[src/inc/aidiag_pkg.sv]
// Package: record layout, access selectors and timing for the diagnostic record
package aidiag_pkg;
  localparam int unsigned REC_BYTES          = 20;
  localparam int unsigned SHORT_BYTES        = 4;
  localparam logic [7:0]  SET_SHORT          = 8'h00;
  localparam logic [7:0]  SET_FULL           = 8'h01;
  localparam logic [15:0] IDX_SHORT          = 16'h2f00;
  localparam logic [15:0] IDX_FULL           = 16'h2f01;
  localparam logic [15:0] IDX_BYTEWISE       = 16'h5005;
  localparam logic [7:0]  SUB_FIRST          = 8'h02;
  localparam logic [7:0]  SUB_TS_FIRST       = 8'h13;
  // Byte offsets inside the record
  localparam int unsigned OFS_FAULT_SUMMARY  = 0;
  localparam int unsigned OFS_MODULE_CLASS   = 1;
  localparam int unsigned OFS_RSVD_FAULT     = 2;
  localparam int unsigned OFS_INTERNAL_FAULT = 3;
  localparam int unsigned OFS_CHANNEL_KIND   = 4;
  localparam int unsigned OFS_BITS_PER_CHAN  = 5;
  localparam int unsigned OFS_CHANNEL_COUNT  = 6;
  localparam int unsigned OFS_GROUP_FAULTS   = 7;
  localparam int unsigned OFS_CHAN0_FAULT    = 8;
  localparam int unsigned OFS_TIMESTAMP      = 16;
  // Field positions
  localparam int unsigned FS_MODULE_FAIL     = 0;
  localparam int unsigned FS_INTERNAL        = 1;
  localparam int unsigned FS_EXTERNAL        = 2;
  localparam int unsigned FS_CHANNEL         = 3;
  localparam int unsigned FS_AUX_MISSING     = 4;
  localparam int unsigned FS_PARAM           = 7;
  localparam int unsigned IF_BUF_OVERFLOW    = 3;
  localparam int unsigned IF_COMM_ERROR      = 4;
  localparam int unsigned CF_PARAM           = 0;
  localparam int unsigned CF_UNDERFLOW       = 6;
  localparam int unsigned CF_OVERFLOW        = 7;
  // Constant and reset values
  localparam logic [7:0]  MODULE_CLASS_RST   = 8'h15;
  localparam logic [7:0]  CHANNEL_KIND_RST   = 8'h71;
  localparam logic [7:0]  BITS_PER_CHAN_RST  = 8'h08;
  localparam logic [7:0]  CHANNEL_COUNT_RST  = 8'h02;
  localparam logic [7:0]  FAULT_RST          = 8'h00;
  localparam logic [31:0] TIMESTAMP_RST      = 32'h0000_0000;
  // Microsecond tick
  localparam int unsigned CLK_HZ             = 50_000_000;
  localparam int unsigned TICK_US            = 1;
  localparam int unsigned TICK_CYCLES        = CLK_HZ / 1_000_000 * TICK_US;
  localparam int unsigned NUM_CH             = 2;

  typedef struct packed {
    logic module_fail;
    logic internal_err;
    logic external_err;
    logic aux_missing;
    logic param_err;
    logic buf_overflow;
    logic comm_err;
  } module_faults_t;

  typedef struct packed {
    logic param_err;
    logic underflow;
    logic overflow;
  } chan_faults_t;

  typedef struct packed {
    logic        valid;
    logic        by_index;
    logic [15:0] index;
    logic [7:0]  selector;
    logic [4:0]  byte_sel;
  } read_req_t;

  typedef struct packed {
    logic       valid;
    logic       error;
    logic       last;
    logic [7:0] data;
  } read_rsp_t;
endpackage

[src/hw/analog_input_diag_record.sv]
// Diagnostic data record of a two-channel analog input module
//
// Overview of operation
// [RULE_01] No diagnostic interrupt output exists at all
// [RULE_02] Error lights channel LED and is recorded
// [RULE_03] Record set 01h full, 00h first four
// [RULE_04] Object index 2F01h full, 2F00h first four
// [RULE_05] Index 5005h gives one byte per subindex
// [RULE_06] Fault summary bits 0-4 and 7
// [RULE_07] Module class byte reads 15h
// [RULE_08] Internal faults: overflow bit 3, comms 4
// [RULE_09] Channel kind reads 71h, analog input
// [RULE_10] Diagnostic bits per channel reads 08h
// [RULE_11] Channel count reads 02h
// [RULE_12] Group fault bits 0 and 1
// [RULE_13] Channel byte: parameter, underflow, overflow bits
// [RULE_14] Microsecond ticker from zero, wraps at 2^32
// [RULE_15] Ticker captured on each diagnostic event
// [RULE_16] Reserved and idle fields read zero
// [RULE_17] Any channel fault sets summary and group
`timescale 1ns/1ps
module analog_input_diag_record
  import aidiag_pkg::*;
(
  input  wire logic                         clk_sys,
  input  wire logic                         rst,
  input  wire aidiag_pkg::module_faults_t   mod_faults,
  input  wire aidiag_pkg::chan_faults_t [1:0] chan_faults,
  input  wire aidiag_pkg::read_req_t        rd_req,
  output aidiag_pkg::read_rsp_t             rd_rsp,
  output logic [1:0]                        chan_led,
  output logic                              module_fault_led,
  output logic [31:0]                       ticker_us
);
  import aidiag_pkg::*;

  logic [7:0]  fault_summary_q, fault_summary_d;
  logic [7:0]  internal_faults_q, internal_faults_d;
  logic [7:0]  group_faults_q, group_faults_d;
  logic [7:0]  chan_fault_q [NUM_CH];
  logic [7:0]  chan_fault_d [NUM_CH];
  logic [31:0] timestamp_q;
  logic [31:0] ticker_q;
  logic [5:0]  div_q;
  logic        tick_en;
  logic [7:0]  rec_byte;
  logic        diag_event;
  logic [1:0]  chan_any;
  read_rsp_t   rsp_q;

  // Microsecond enable from the system clock
  assign tick_en = (div_q == 6'(TICK_CYCLES - 1));

  always_ff @(posedge clk_sys or posedge rst) begin
    if (rst) begin
      div_q <= '0;
    end else begin
      div_q <= tick_en ? '0 : div_q + 6'd1;
    end
  end

  // Free running; the natural 32-bit wrap is the documented rollover
  always_ff @(posedge clk_sys or posedge rst) begin
    if (rst) begin
      ticker_q <= TIMESTAMP_RST; // [RULE_14]
    end else if (tick_en) begin
      ticker_q <= ticker_q + 32'd1; // [RULE_14]
    end
  end
  assign ticker_us = ticker_q;

  // Per-channel bytes follow the live fault inputs; reserved bits stay zero
  genvar g;
  generate
    for (g = 0; g < NUM_CH; g++) begin : g_chan
      always_comb begin
        chan_fault_d[g] = FAULT_RST; // [RULE_16]
        chan_fault_d[g][CF_PARAM]     = chan_faults[g].param_err; // [RULE_13]
        chan_fault_d[g][CF_UNDERFLOW] = chan_faults[g].underflow; // [RULE_13]
        chan_fault_d[g][CF_OVERFLOW]  = chan_faults[g].overflow; // [RULE_13]
      end
      assign chan_any[g] = |chan_fault_d[g]; // [RULE_17]
    end
  endgenerate

  always_comb begin
    fault_summary_d = FAULT_RST;
    fault_summary_d[FS_MODULE_FAIL] = mod_faults.module_fail; // [RULE_06]
    fault_summary_d[FS_INTERNAL]    = mod_faults.internal_err; // [RULE_06]
    fault_summary_d[FS_EXTERNAL]    = mod_faults.external_err; // [RULE_06]
    fault_summary_d[FS_CHANNEL]     = |chan_any; // [RULE_17]
    fault_summary_d[FS_AUX_MISSING] = mod_faults.aux_missing; // [RULE_06]
    fault_summary_d[FS_PARAM]       = mod_faults.param_err; // [RULE_06]
    internal_faults_d = FAULT_RST;
    internal_faults_d[IF_BUF_OVERFLOW] = mod_faults.buf_overflow; // [RULE_08]
    internal_faults_d[IF_COMM_ERROR]   = mod_faults.comm_err; // [RULE_08]
    group_faults_d = {6'h00, chan_any}; // [RULE_12]
  end

  // A diagnostic event is any change of the recorded error state
  assign diag_event = (fault_summary_d != fault_summary_q)
                   || (internal_faults_d != internal_faults_q)
                   || (chan_fault_d[0] != chan_fault_q[0])
                   || (chan_fault_d[1] != chan_fault_q[1]);

  always_ff @(posedge clk_sys or posedge rst) begin
    if (rst) begin
      fault_summary_q   <= FAULT_RST;
      internal_faults_q <= FAULT_RST;
      group_faults_q    <= FAULT_RST;
      chan_fault_q[0]   <= FAULT_RST;
      chan_fault_q[1]   <= FAULT_RST;
      timestamp_q       <= TIMESTAMP_RST;
    end else begin
      fault_summary_q   <= fault_summary_d; // [RULE_02]
      internal_faults_q <= internal_faults_d;
      group_faults_q    <= group_faults_d;
      chan_fault_q[0]   <= chan_fault_d[0];
      chan_fault_q[1]   <= chan_fault_d[1];
      if (diag_event) begin
        timestamp_q <= ticker_q; // [RULE_15]
      end
    end
  end

  // Errors are only lit and recorded; no interrupt pin exists [RULE_01]
  // LEDs come straight from the recorded bytes so both always agree
  assign chan_led[0]      = |chan_fault_q[0]; // [RULE_02]
  assign chan_led[1]      = |chan_fault_q[1]; // [RULE_02]
  assign module_fault_led = |fault_summary_q;

  // Record image byte lookup
  function automatic logic [7:0] rec_lookup(input logic [4:0] ofs);
    logic [7:0] b;
    b = 8'h00; // [RULE_16]
    unique case (ofs)
      5'(OFS_FAULT_SUMMARY):  b = fault_summary_q;
      5'(OFS_MODULE_CLASS):   b = MODULE_CLASS_RST; // [RULE_07]
      5'(OFS_RSVD_FAULT):     b = FAULT_RST; // [RULE_16]
      5'(OFS_INTERNAL_FAULT): b = internal_faults_q;
      5'(OFS_CHANNEL_KIND):   b = CHANNEL_KIND_RST; // [RULE_09]
      5'(OFS_BITS_PER_CHAN):  b = BITS_PER_CHAN_RST; // [RULE_10]
      5'(OFS_CHANNEL_COUNT):  b = CHANNEL_COUNT_RST; // [RULE_11]
      5'(OFS_GROUP_FAULTS):   b = group_faults_q;
      5'(OFS_CHAN0_FAULT):    b = chan_fault_q[0];
      5'(OFS_CHAN0_FAULT + 1): b = chan_fault_q[1];
      5'(OFS_TIMESTAMP):      b = timestamp_q[7:0];
      5'(OFS_TIMESTAMP + 1):  b = timestamp_q[15:8];
      5'(OFS_TIMESTAMP + 2):  b = timestamp_q[23:16];
      5'(OFS_TIMESTAMP + 3):  b = timestamp_q[31:24];
      default:                b = 8'h00;
    endcase
    return b;
  endfunction

  // Access decode: record set, object index, or byte-per-subindex
  logic       sel_full, sel_short, sel_byte, req_ok, byte_last;
  logic [4:0] eff_ofs, lim_ofs;
  logic [7:0] sub_ofs;
  assign sel_full  = rd_req.by_index ? (rd_req.index == IDX_FULL)
                                     : (rd_req.selector == SET_FULL); // [RULE_03] [RULE_04]
  assign sel_short = rd_req.by_index ? (rd_req.index == IDX_SHORT)
                                     : (rd_req.selector == SET_SHORT); // [RULE_03] [RULE_04]
  assign sel_byte  = rd_req.by_index && (rd_req.index == IDX_BYTEWISE); // [RULE_05]
  // Subindex 12h is skipped: reserved bytes span 0Ch..11h, ticker starts 13h
  assign sub_ofs   = (rd_req.selector >= SUB_TS_FIRST)
                   ? rd_req.selector - SUB_TS_FIRST + 8'(OFS_TIMESTAMP)
                   : rd_req.selector - SUB_FIRST; // [RULE_05]
  assign lim_ofs   = sel_short ? 5'(SHORT_BYTES - 1) : 5'(REC_BYTES - 1);
  assign eff_ofs   = sel_byte ? sub_ofs[4:0] : rd_req.byte_sel;
  assign req_ok    = sel_byte ? (rd_req.selector >= SUB_FIRST
                                 && rd_req.selector <= SUB_TS_FIRST + 8'd3
                                 && rd_req.selector != SUB_TS_FIRST - 8'd1)
                              : ((sel_full || sel_short) && rd_req.byte_sel <= lim_ofs);
  assign byte_last = sel_byte || (rd_req.byte_sel == lim_ofs);
  assign rec_byte  = rec_lookup(eff_ofs);

  // Read-only record: answers one cycle after the request, no side effects
  always_ff @(posedge clk_sys or posedge rst) begin
    if (rst) begin
      rsp_q <= '0;
    end else begin
      rsp_q.valid <= rd_req.valid;
      rsp_q.error <= rd_req.valid && !req_ok;
      rsp_q.last  <= rd_req.valid && req_ok && byte_last;
      rsp_q.data  <= (rd_req.valid && req_ok) ? rec_byte : 8'h00;
    end
  end
  assign rd_rsp = rsp_q;

  ticker_wraps_a: assert property (@(posedge clk_sys) disable iff (rst) // [RULE_14]
    tick_en && ticker_q == 32'hffff_ffff |=> ticker_q == 32'h0)
    else $error("ticker did not wrap to zero");
  ticker_step_a: assert property (@(posedge clk_sys) disable iff (rst) // [RULE_14]
    tick_en |=> ticker_q == $past(ticker_q) + 32'd1 ##1 !tick_en [*8])
    else $error("ticker step or tick spacing wrong");
  stamp_capture_a: assert property (@(posedge clk_sys) disable iff (rst) // [RULE_15]
    diag_event |=> timestamp_q == $past(ticker_q))
    else $error("timestamp not captured on event");
  led_follows_a: assert property (@(posedge clk_sys) disable iff (rst) // [RULE_02]
    chan_faults[0] != '0 |=> chan_led[0] && fault_summary_q[FS_CHANNEL])
    else $error("channel error not shown");
  group_bits_a: assert property (@(posedge clk_sys) disable iff (rst) // [RULE_12]
    group_faults_q[1:0] == {chan_led[1], chan_led[0]} && group_faults_q[7:2] == 6'h00)
    else $error("group fault byte mismatch");
  summary_bits_a: assert property (@(posedge clk_sys) disable iff (rst) // [RULE_06]
    mod_faults.param_err |=> fault_summary_q[FS_PARAM] && fault_summary_q[6:5] == 2'b00)
    else $error("summary byte wrong");
  internal_bits_a: assert property (@(posedge clk_sys) disable iff (rst) // [RULE_08]
    mod_faults.comm_err |=> internal_faults_q[IF_COMM_ERROR] && internal_faults_q[2:0] == 3'h0)
    else $error("internal fault byte wrong");
  short_limit_a: assert property (@(posedge clk_sys) disable iff (rst) // [RULE_03]
    rd_req.valid && !rd_req.by_index && rd_req.selector == SET_SHORT
      && rd_req.byte_sel == 5'd4 |=> rd_rsp.error)
    else $error("short record set not limited");
  class_byte_a: assert property (@(posedge clk_sys) disable iff (rst) // [RULE_07]
    rd_req.valid && rd_req.by_index && rd_req.index == IDX_BYTEWISE
      && rd_req.selector == 8'h03 |=> rd_rsp.data == 8'h15 && !rd_rsp.error)
    else $error("module class byte wrong");
  kind_byte_a: assert property (@(posedge clk_sys) disable iff (rst) // [RULE_09]
    rd_req.valid && rd_req.by_index && rd_req.index == IDX_FULL
      && rd_req.byte_sel == 5'd4 |=> rd_rsp.data == 8'h71)
    else $error("channel kind byte wrong");
  // Access checks against the fixed record layout
  full_last_a: assert property (@(posedge clk_sys) disable iff (rst) // [RULE_03]
    rd_req.valid && !rd_req.by_index && rd_req.selector == 8'h01 && rd_req.byte_sel == 5'd19 |=> rd_rsp.last && !rd_rsp.error)
    else $error("full record last byte wrong");
  full_limit_a: assert property (@(posedge clk_sys) disable iff (rst) // [RULE_03]
    rd_req.valid && !rd_req.by_index && rd_req.selector == 8'h01 && rd_req.byte_sel == 5'd20 |=> rd_rsp.error && rd_rsp.data == 8'h00)
    else $error("full record not limited");
  short_last_a: assert property (@(posedge clk_sys) disable iff (rst) // [RULE_03]
    rd_req.valid && !rd_req.by_index && rd_req.selector == 8'h00 && rd_req.byte_sel == 5'd3 |=> rd_rsp.last && !rd_rsp.error)
    else $error("short record last byte wrong");
  short_data_a: assert property (@(posedge clk_sys) disable iff (rst) // [RULE_03]
    rd_req.valid && !rd_req.by_index && rd_req.selector == 8'h00 && rd_req.byte_sel == 5'd1 |=> rd_rsp.data == 8'h15 && !rd_rsp.error)
    else $error("short record data wrong");
  set_bad_a: assert property (@(posedge clk_sys) disable iff (rst) // [RULE_03]
    rd_req.valid && !rd_req.by_index && rd_req.selector > 8'h01 |=> rd_rsp.error)
    else $error("unknown record set accepted");
  index_short_a: assert property (@(posedge clk_sys) disable iff (rst) // [RULE_04]
    rd_req.valid && rd_req.by_index && rd_req.index == 16'h2f00 && rd_req.byte_sel == 5'd4 |=> rd_rsp.error)
    else $error("short index not limited");
  index_last_a: assert property (@(posedge clk_sys) disable iff (rst) // [RULE_04]
    rd_req.valid && rd_req.by_index && rd_req.index == 16'h2f01 && rd_req.byte_sel == 5'd19 |=> rd_rsp.last && !rd_rsp.error)
    else $error("full index last byte wrong");
  index_bad_a: assert property (@(posedge clk_sys) disable iff (rst) // [RULE_04]
    rd_req.valid && rd_req.by_index && rd_req.index != 16'h2f00 && rd_req.index != 16'h2f01 && rd_req.index != 16'h5005 |=> rd_rsp.error && !rd_rsp.last)
    else $error("unknown index accepted");
  sub_gap_a: assert property (@(posedge clk_sys) disable iff (rst) // [RULE_05]
    rd_req.valid && rd_req.by_index && rd_req.index == 16'h5005 && rd_req.selector == 8'h12 |=> rd_rsp.error)
    else $error("subindex gap accepted");
  sub_low_a: assert property (@(posedge clk_sys) disable iff (rst) // [RULE_05]
    rd_req.valid && rd_req.by_index && rd_req.index == 16'h5005 && rd_req.selector < 8'h02 |=> rd_rsp.error)
    else $error("low subindex accepted");
  sub_high_a: assert property (@(posedge clk_sys) disable iff (rst) // [RULE_05]
    rd_req.valid && rd_req.by_index && rd_req.index == 16'h5005 && rd_req.selector > 8'h16 |=> rd_rsp.error)
    else $error("high subindex accepted");
  sub_last_a: assert property (@(posedge clk_sys) disable iff (rst) // [RULE_05]
    rd_req.valid && rd_req.by_index && rd_req.index == 16'h5005 && rd_req.selector >= 8'h02 && rd_req.selector <= 8'h11 |=> rd_rsp.last && !rd_rsp.error)
    else $error("subindex byte not single");
  sub_rsvd_a: assert property (@(posedge clk_sys) disable iff (rst) // [RULE_16]
    rd_req.valid && rd_req.by_index && rd_req.index == 16'h5005 && rd_req.selector >= 8'h0c && rd_req.selector <= 8'h11 |=> rd_rsp.data == 8'h00)
    else $error("reserved channel byte not zero");
  rsvd_fault_a: assert property (@(posedge clk_sys) disable iff (rst) // [RULE_16]
    rd_req.valid && rd_req.by_index && rd_req.index == 16'h5005 && rd_req.selector == 8'h04 |=> rd_rsp.data == 8'h00)
    else $error("reserved fault byte not zero");
  sub_kind_a: assert property (@(posedge clk_sys) disable iff (rst) // [RULE_09]
    rd_req.valid && rd_req.by_index && rd_req.index == 16'h5005 && rd_req.selector == 8'h06 |=> rd_rsp.data == 8'h71)
    else $error("channel kind subindex wrong");
  sub_bits_a: assert property (@(posedge clk_sys) disable iff (rst) // [RULE_10]
    rd_req.valid && rd_req.by_index && rd_req.index == 16'h5005 && rd_req.selector == 8'h07 |=> rd_rsp.data == 8'h08)
    else $error("bits per channel wrong");
  sub_count_a: assert property (@(posedge clk_sys) disable iff (rst) // [RULE_11]
    rd_req.valid && rd_req.by_index && rd_req.index == 16'h5005 && rd_req.selector == 8'h08 |=> rd_rsp.data == 8'h02)
    else $error("channel count wrong");
  sub_stamp_a: assert property (@(posedge clk_sys) disable iff (rst) // [RULE_05]
    rd_req.valid && rd_req.by_index && rd_req.index == 16'h5005 && rd_req.selector == 8'h13 |=> rd_rsp.data == $past(timestamp_q[7:0]))
    else $error("timestamp low byte wrong");
  stamp_top_a: assert property (@(posedge clk_sys) disable iff (rst) // [RULE_05]
    rd_req.valid && rd_req.by_index && rd_req.index == 16'h5005 && rd_req.selector == 8'h16 |=> rd_rsp.data == $past(timestamp_q[31:24]))
    else $error("timestamp top byte wrong");
  rsp_answer_a: assert property (@(posedge clk_sys) disable iff (rst) // [RULE_03]
    rd_req.valid |=> rd_rsp.valid)
    else $error("request not answered");
  rsp_pulse_a: assert property (@(posedge clk_sys) disable iff (rst) // [RULE_03]
    !rd_req.valid |=> !rd_rsp.valid)
    else $error("answer without request");
  error_data_a: assert property (@(posedge clk_sys) disable iff (rst) // [RULE_16]
    rd_rsp.error |-> rd_rsp.data == 8'h00 && !rd_rsp.last)
    else $error("refused read carries data");
  idle_zero_a: assert property (@(posedge clk_sys) disable iff (rst) // [RULE_16]
    !rd_rsp.valid |-> rd_rsp.data == 8'h00 && !rd_rsp.error && !rd_rsp.last)
    else $error("idle response not zero");
  // Fault byte, LED, timestamp and ticker checks
  chan1_led_a: assert property (@(posedge clk_sys) disable iff (rst) // [RULE_02]
    chan_faults[1] != '0 |=> chan_led[1])
    else $error("channel one led not lit");
  led_clear_a: assert property (@(posedge clk_sys) disable iff (rst) // [RULE_02]
    chan_faults[0] == '0 |=> !chan_led[0])
    else $error("channel zero led stuck");
  module_led_a: assert property (@(posedge clk_sys) disable iff (rst) // [RULE_02]
    module_fault_led == (fault_summary_q != 8'h00))
    else $error("module led mismatch");
  chan_rsvd_a: assert property (@(posedge clk_sys) disable iff (rst) // [RULE_13]
    chan_fault_q[0][5:1] == 5'h00 && chan_fault_q[1][5:1] == 5'h00)
    else $error("channel reserved bits set");
  chan_over_a: assert property (@(posedge clk_sys) disable iff (rst) // [RULE_13]
    chan_faults[0].overflow |=> chan_fault_q[0][7])
    else $error("overflow bit missing");
  chan_under_a: assert property (@(posedge clk_sys) disable iff (rst) // [RULE_13]
    chan_faults[1].underflow |=> chan_fault_q[1][6])
    else $error("underflow bit missing");
  chan_param_a: assert property (@(posedge clk_sys) disable iff (rst) // [RULE_13]
    chan_faults[0].param_err |=> chan_fault_q[0][0])
    else $error("channel parameter bit missing");
  summary_chan_a: assert property (@(posedge clk_sys) disable iff (rst) // [RULE_17]
    fault_summary_q[3] == (|group_faults_q))
    else $error("channel summary bit mismatch");
  summary_fail_a: assert property (@(posedge clk_sys) disable iff (rst) // [RULE_06]
    mod_faults.module_fail |=> fault_summary_q[0])
    else $error("module failure bit missing");
  internal_bit_a: assert property (@(posedge clk_sys) disable iff (rst) // [RULE_06]
    mod_faults.internal_err |=> fault_summary_q[1])
    else $error("internal error bit missing");
  external_bit_a: assert property (@(posedge clk_sys) disable iff (rst) // [RULE_06]
    mod_faults.external_err |=> fault_summary_q[2])
    else $error("external error bit missing");
  aux_bit_a: assert property (@(posedge clk_sys) disable iff (rst) // [RULE_06]
    mod_faults.aux_missing |=> fault_summary_q[4])
    else $error("aux supply bit missing");
  internal_rsvd_a: assert property (@(posedge clk_sys) disable iff (rst) // [RULE_08]
    internal_faults_q[7:5] == 3'h0)
    else $error("internal reserved bits set");
  overflow_bit_a: assert property (@(posedge clk_sys) disable iff (rst) // [RULE_08]
    mod_faults.buf_overflow |=> internal_faults_q[3])
    else $error("buffer overflow bit missing");
  clear_idle_a: assert property (@(posedge clk_sys) disable iff (rst) // [RULE_16]
    mod_faults == '0 && chan_faults == '0 |=> fault_summary_q == 8'h00 && internal_faults_q == 8'h00)
    else $error("fault bytes not clear");
  stamp_hold_a: assert property (@(posedge clk_sys) disable iff (rst) // [RULE_15]
    !diag_event |=> $stable(timestamp_q))
    else $error("timestamp moved without event");
  ticker_hold_a: assert property (@(posedge clk_sys) disable iff (rst) // [RULE_14]
    !tick_en |=> $stable(ticker_q))
    else $error("ticker moved between ticks");
  divider_range_a: assert property (@(posedge clk_sys) disable iff (rst) // [RULE_14]
    div_q <= 6'd49)
    else $error("tick divider out of range");
endmodule

[config.mk]
export PLATFORM = sky130hd
export DESIGN_NAME = analog_input_diag_record
export DESIGN_NICKNAME = d
export VERILOG_FILES = /design/src/inc/aidiag_pkg.sv /design/src/hw/analog_input_diag_record.sv
export SDC_FILE = /design/constraint.sdc
export NUM_CORES = 1
export LEC_CHECK = 0
export BUFFER_PORTS_ARGS = -buffer_cell sky130_fd_sc_hd__buf_2
export CELL_PAD_IN_SITES_DETAIL_PLACEMENT = 0
export CELL_PAD_IN_SITES_GLOBAL_PLACEMENT = 1
export CORE_ASPECT_RATIO = 2
export CORE_MARGIN = 2
export CORE_UTILIZATION = 47
export DETAILED_ROUTE_END_ITERATION = 10
export HOLD_SLACK_MARGIN = 0.02
export PLACE_DENSITY = 0.95
export SKIP_CTS_REPAIR_TIMING = 1
export SLEW_MARGIN = 20
export SYNTH_ARGS = -nofsm -noshare
export SYNTH_HDL_FRONTEND = slang
export SYNTH_SLANG_ARGS = --single-unit
[constraint.sdc]
create_clock -name clk_sys -period 8.7 [get_ports clk_sys]
set_input_delay 1.74 -clock clk_sys [delete_from_list [all_inputs] [get_ports clk_sys]]
set_output_delay 1.74 -clock clk_sys [all_outputs]
set_load 0.05 [all_outputs]
==> qor.yml <==
area_delta_synth_final_pct: 17.8
crit_family: "simple AND/OR/NAND/NOR gates"
cap_violations: 0
ff_latch_area_um2: 2430
vias_per_cell: 5.71
hpwl_um: 9650
port_buffers: 91
cts_buffer_depth: 2
p_per_area_nw_per_um2: 156
grt_max_degree: 80
wl_per_cell_um: 18.4
path_cells: "buf_2 > nor4_1 > and4b_1 > and3_1 > mux2i_1 > nor2_1 > and3b_1 > a31oi_1 > a31oi_1"
synth.distinct_cells: 61
clock.fmax_mhz: 235
syn_area_um2: 4880
synth_top_cell_by_area: "dfrtp_1"
drt_pass1_iterations: 4
drt-total-wl_um: 12500
overflow: 0
post-route-util: 0.567
timing.final.ws_setup_ps: 4450
gp_congestion: 0.924
fin_nets: 597
synth_edf_count: 0
most-common-layout-cells: "97 x dfrtp_1, 91 x buf_2, 39 x nand2_1, 35 x xnor2_1, 32 x mux2_2"
io_pins: 92
synth_nets: 503
pre_cts_slack_ps: 4130
setup_violations: 0
grt_first_pass_wirelength_um: 20700
vdd_drop_max_mv: 0.173
drcViolationCount: 0
cts_tree: "built"
slew_violations: 0
critPathBufInv: 1
startpoint_type: "primary input"
die_width_um: 76.1
crit_arrival_ps: 4470
initial_core_util: 0.481
ant_nets: 0
leakagePower_nw: 2.66
period_needed_ps: 4250
coreArea_um2: 10100
drive_above_1_share: 0.292
synth_cells: 446
path_max_fanout: 12
ys_seq_elements: 97
nFillCells: 928
slowest_delay_ps: 900
grt_pass1_vias: 4136
ys_warn_count: 0
fin_cells: 680
cts_root_buf: "clkbuf_16"
grt_antenna_before_repair: 0
clock-sinks: 97
hold_slack_ps: 506
path_class: "primary input to flop"
synthDominantCellAreaShare: 0.497
synth_top_cells_by_area: "dfrtp_1 50%, mux2_2 7.4%, xnor2_1 6.3%"
final_area_um2: 5760
fin_setup_tns_ps: 0
multiInputGateArea_um2: 2370
cts-buffers-inserted: 9
synthArstFlopShare: 1.00
clock_skew_ps: 8.55
seq_area_frac_synth: 0.497
p_total_mw: 0.896
htreeDepth: 3
worst_slew_pin_slew_ps: 1010
syn_area_per_cell_um2: 11.0
dominantRegCellSynth: "dfrtp_1"
rows: 52
min_path_type: "flop to flop"
die_h_um: 148
post-route-period-util: 0.489
die_area_um2: 11300
rsz0062_at_grt: "false"
drt_iter0_drc: 215
required_ps: 8920
final_common_cell: "dfrtp_1"
globalRouteTotalUtil: 0.234
hold_violations: 0
clk_latency_ps: 340
dp.cells: 664
crit_slowest_cell: "mux2i_1"
cp_common_cell: "a31oi_1"
end_kind: "flop"
placed_area_um2: 5480
path_clk_slew_ps: 70
status: "completed"
max_slew_margin: 0.309
vias: 3880
diodes: 0
==> power breakdown <==
| part | internal (mW) | switching [mW] | total (mW) |
|---|---|---|---|
| Combinational | 0.0250 | 0.0458 | 0.0708 |
| Clock | 0.195 | 0.172 | 0.367 |
| Sequential | 0.455 | 0.00421 | 0.459 |
| Total | 0.675 | 0.222 | 0.896 |
==> per-layer routing <==
metal,GRT usage,vias up,wire (um)
met5,0,-,0
met4,0.134,0,597
met3,0.0346,38,441
met2,0.433,132,6880
met1,0.251,1900,4600
li1,-,1810,-
==> synthesized netlist by cell type, drive strengths merged (3+ instances only) <==
cell,n
a31oi,12
nor3,10
nor2,30
a21oi,7
nor4,4
mux2,34
nand3b,3
buf,8
dfrtp,97
a22oi,7
nand4,8
nand2,39
mux2i,4
and2,4
nor4b,3
xor2,16
or3,8
nand3,23
nor3b,5
ha,11
and4,5
and3,9
o22a,3
xnor2,35
inv,10
o21ai,16
==> layout make-up <==
class                      instances  area share
inverter                          10     0.00696
sequential                        97       0.422
tap                              135      0.0293
timing repair buffer              93      0.0824
clock inverter                     6     0.00739
multi-input combinational        329       0.412
clock buffer                      10      0.0398
==> final timing paths <==
path	startpoint	cells past startpoint	slack (ps)	endpoint
setup reg to reg	div_q[2]	8	6040	ticker_us[28]
hold / removal	timestamp_q[11]	1	510	timestamp_q[11]
max in group asynchronous	rst	3	6400	ticker_us[20]
min in group asynchronous	rst	2	1330	internal_faults_q[3]
hold reg to reg	timestamp_q[11]	1	510	timestamp_q[11]
setup / recovery	rd_req[17]	9	4450	rd_rsp[6]
==> cell families after synthesis <==
logic type | count (synthesis) | synth area share
adder cells (fa/ha/maj) | 11 | 0.0282
XOR/XNOR | 51 | 0.0914
AO/OA/AOI/OAI | 69 | 0.101
multiplexers | 38 | 0.0881
AND/OR/NAND/NOR | 160 | 0.175
flip-flops | 97 | 0.497
buffers and inverters | 20 | 0.0184
==> state kept, by name, summed over array words and instances (netlist names) <==
name / count
internal_faults_q: 2
timestamp_q: 32
rd_rsp: 11
ticker_us: 32
fault_summary_q: 6
div_q: 6
group_faults_q: 2
chan_fault_q: 6
No activity file was read; power rests on OpenSTA's default activity.
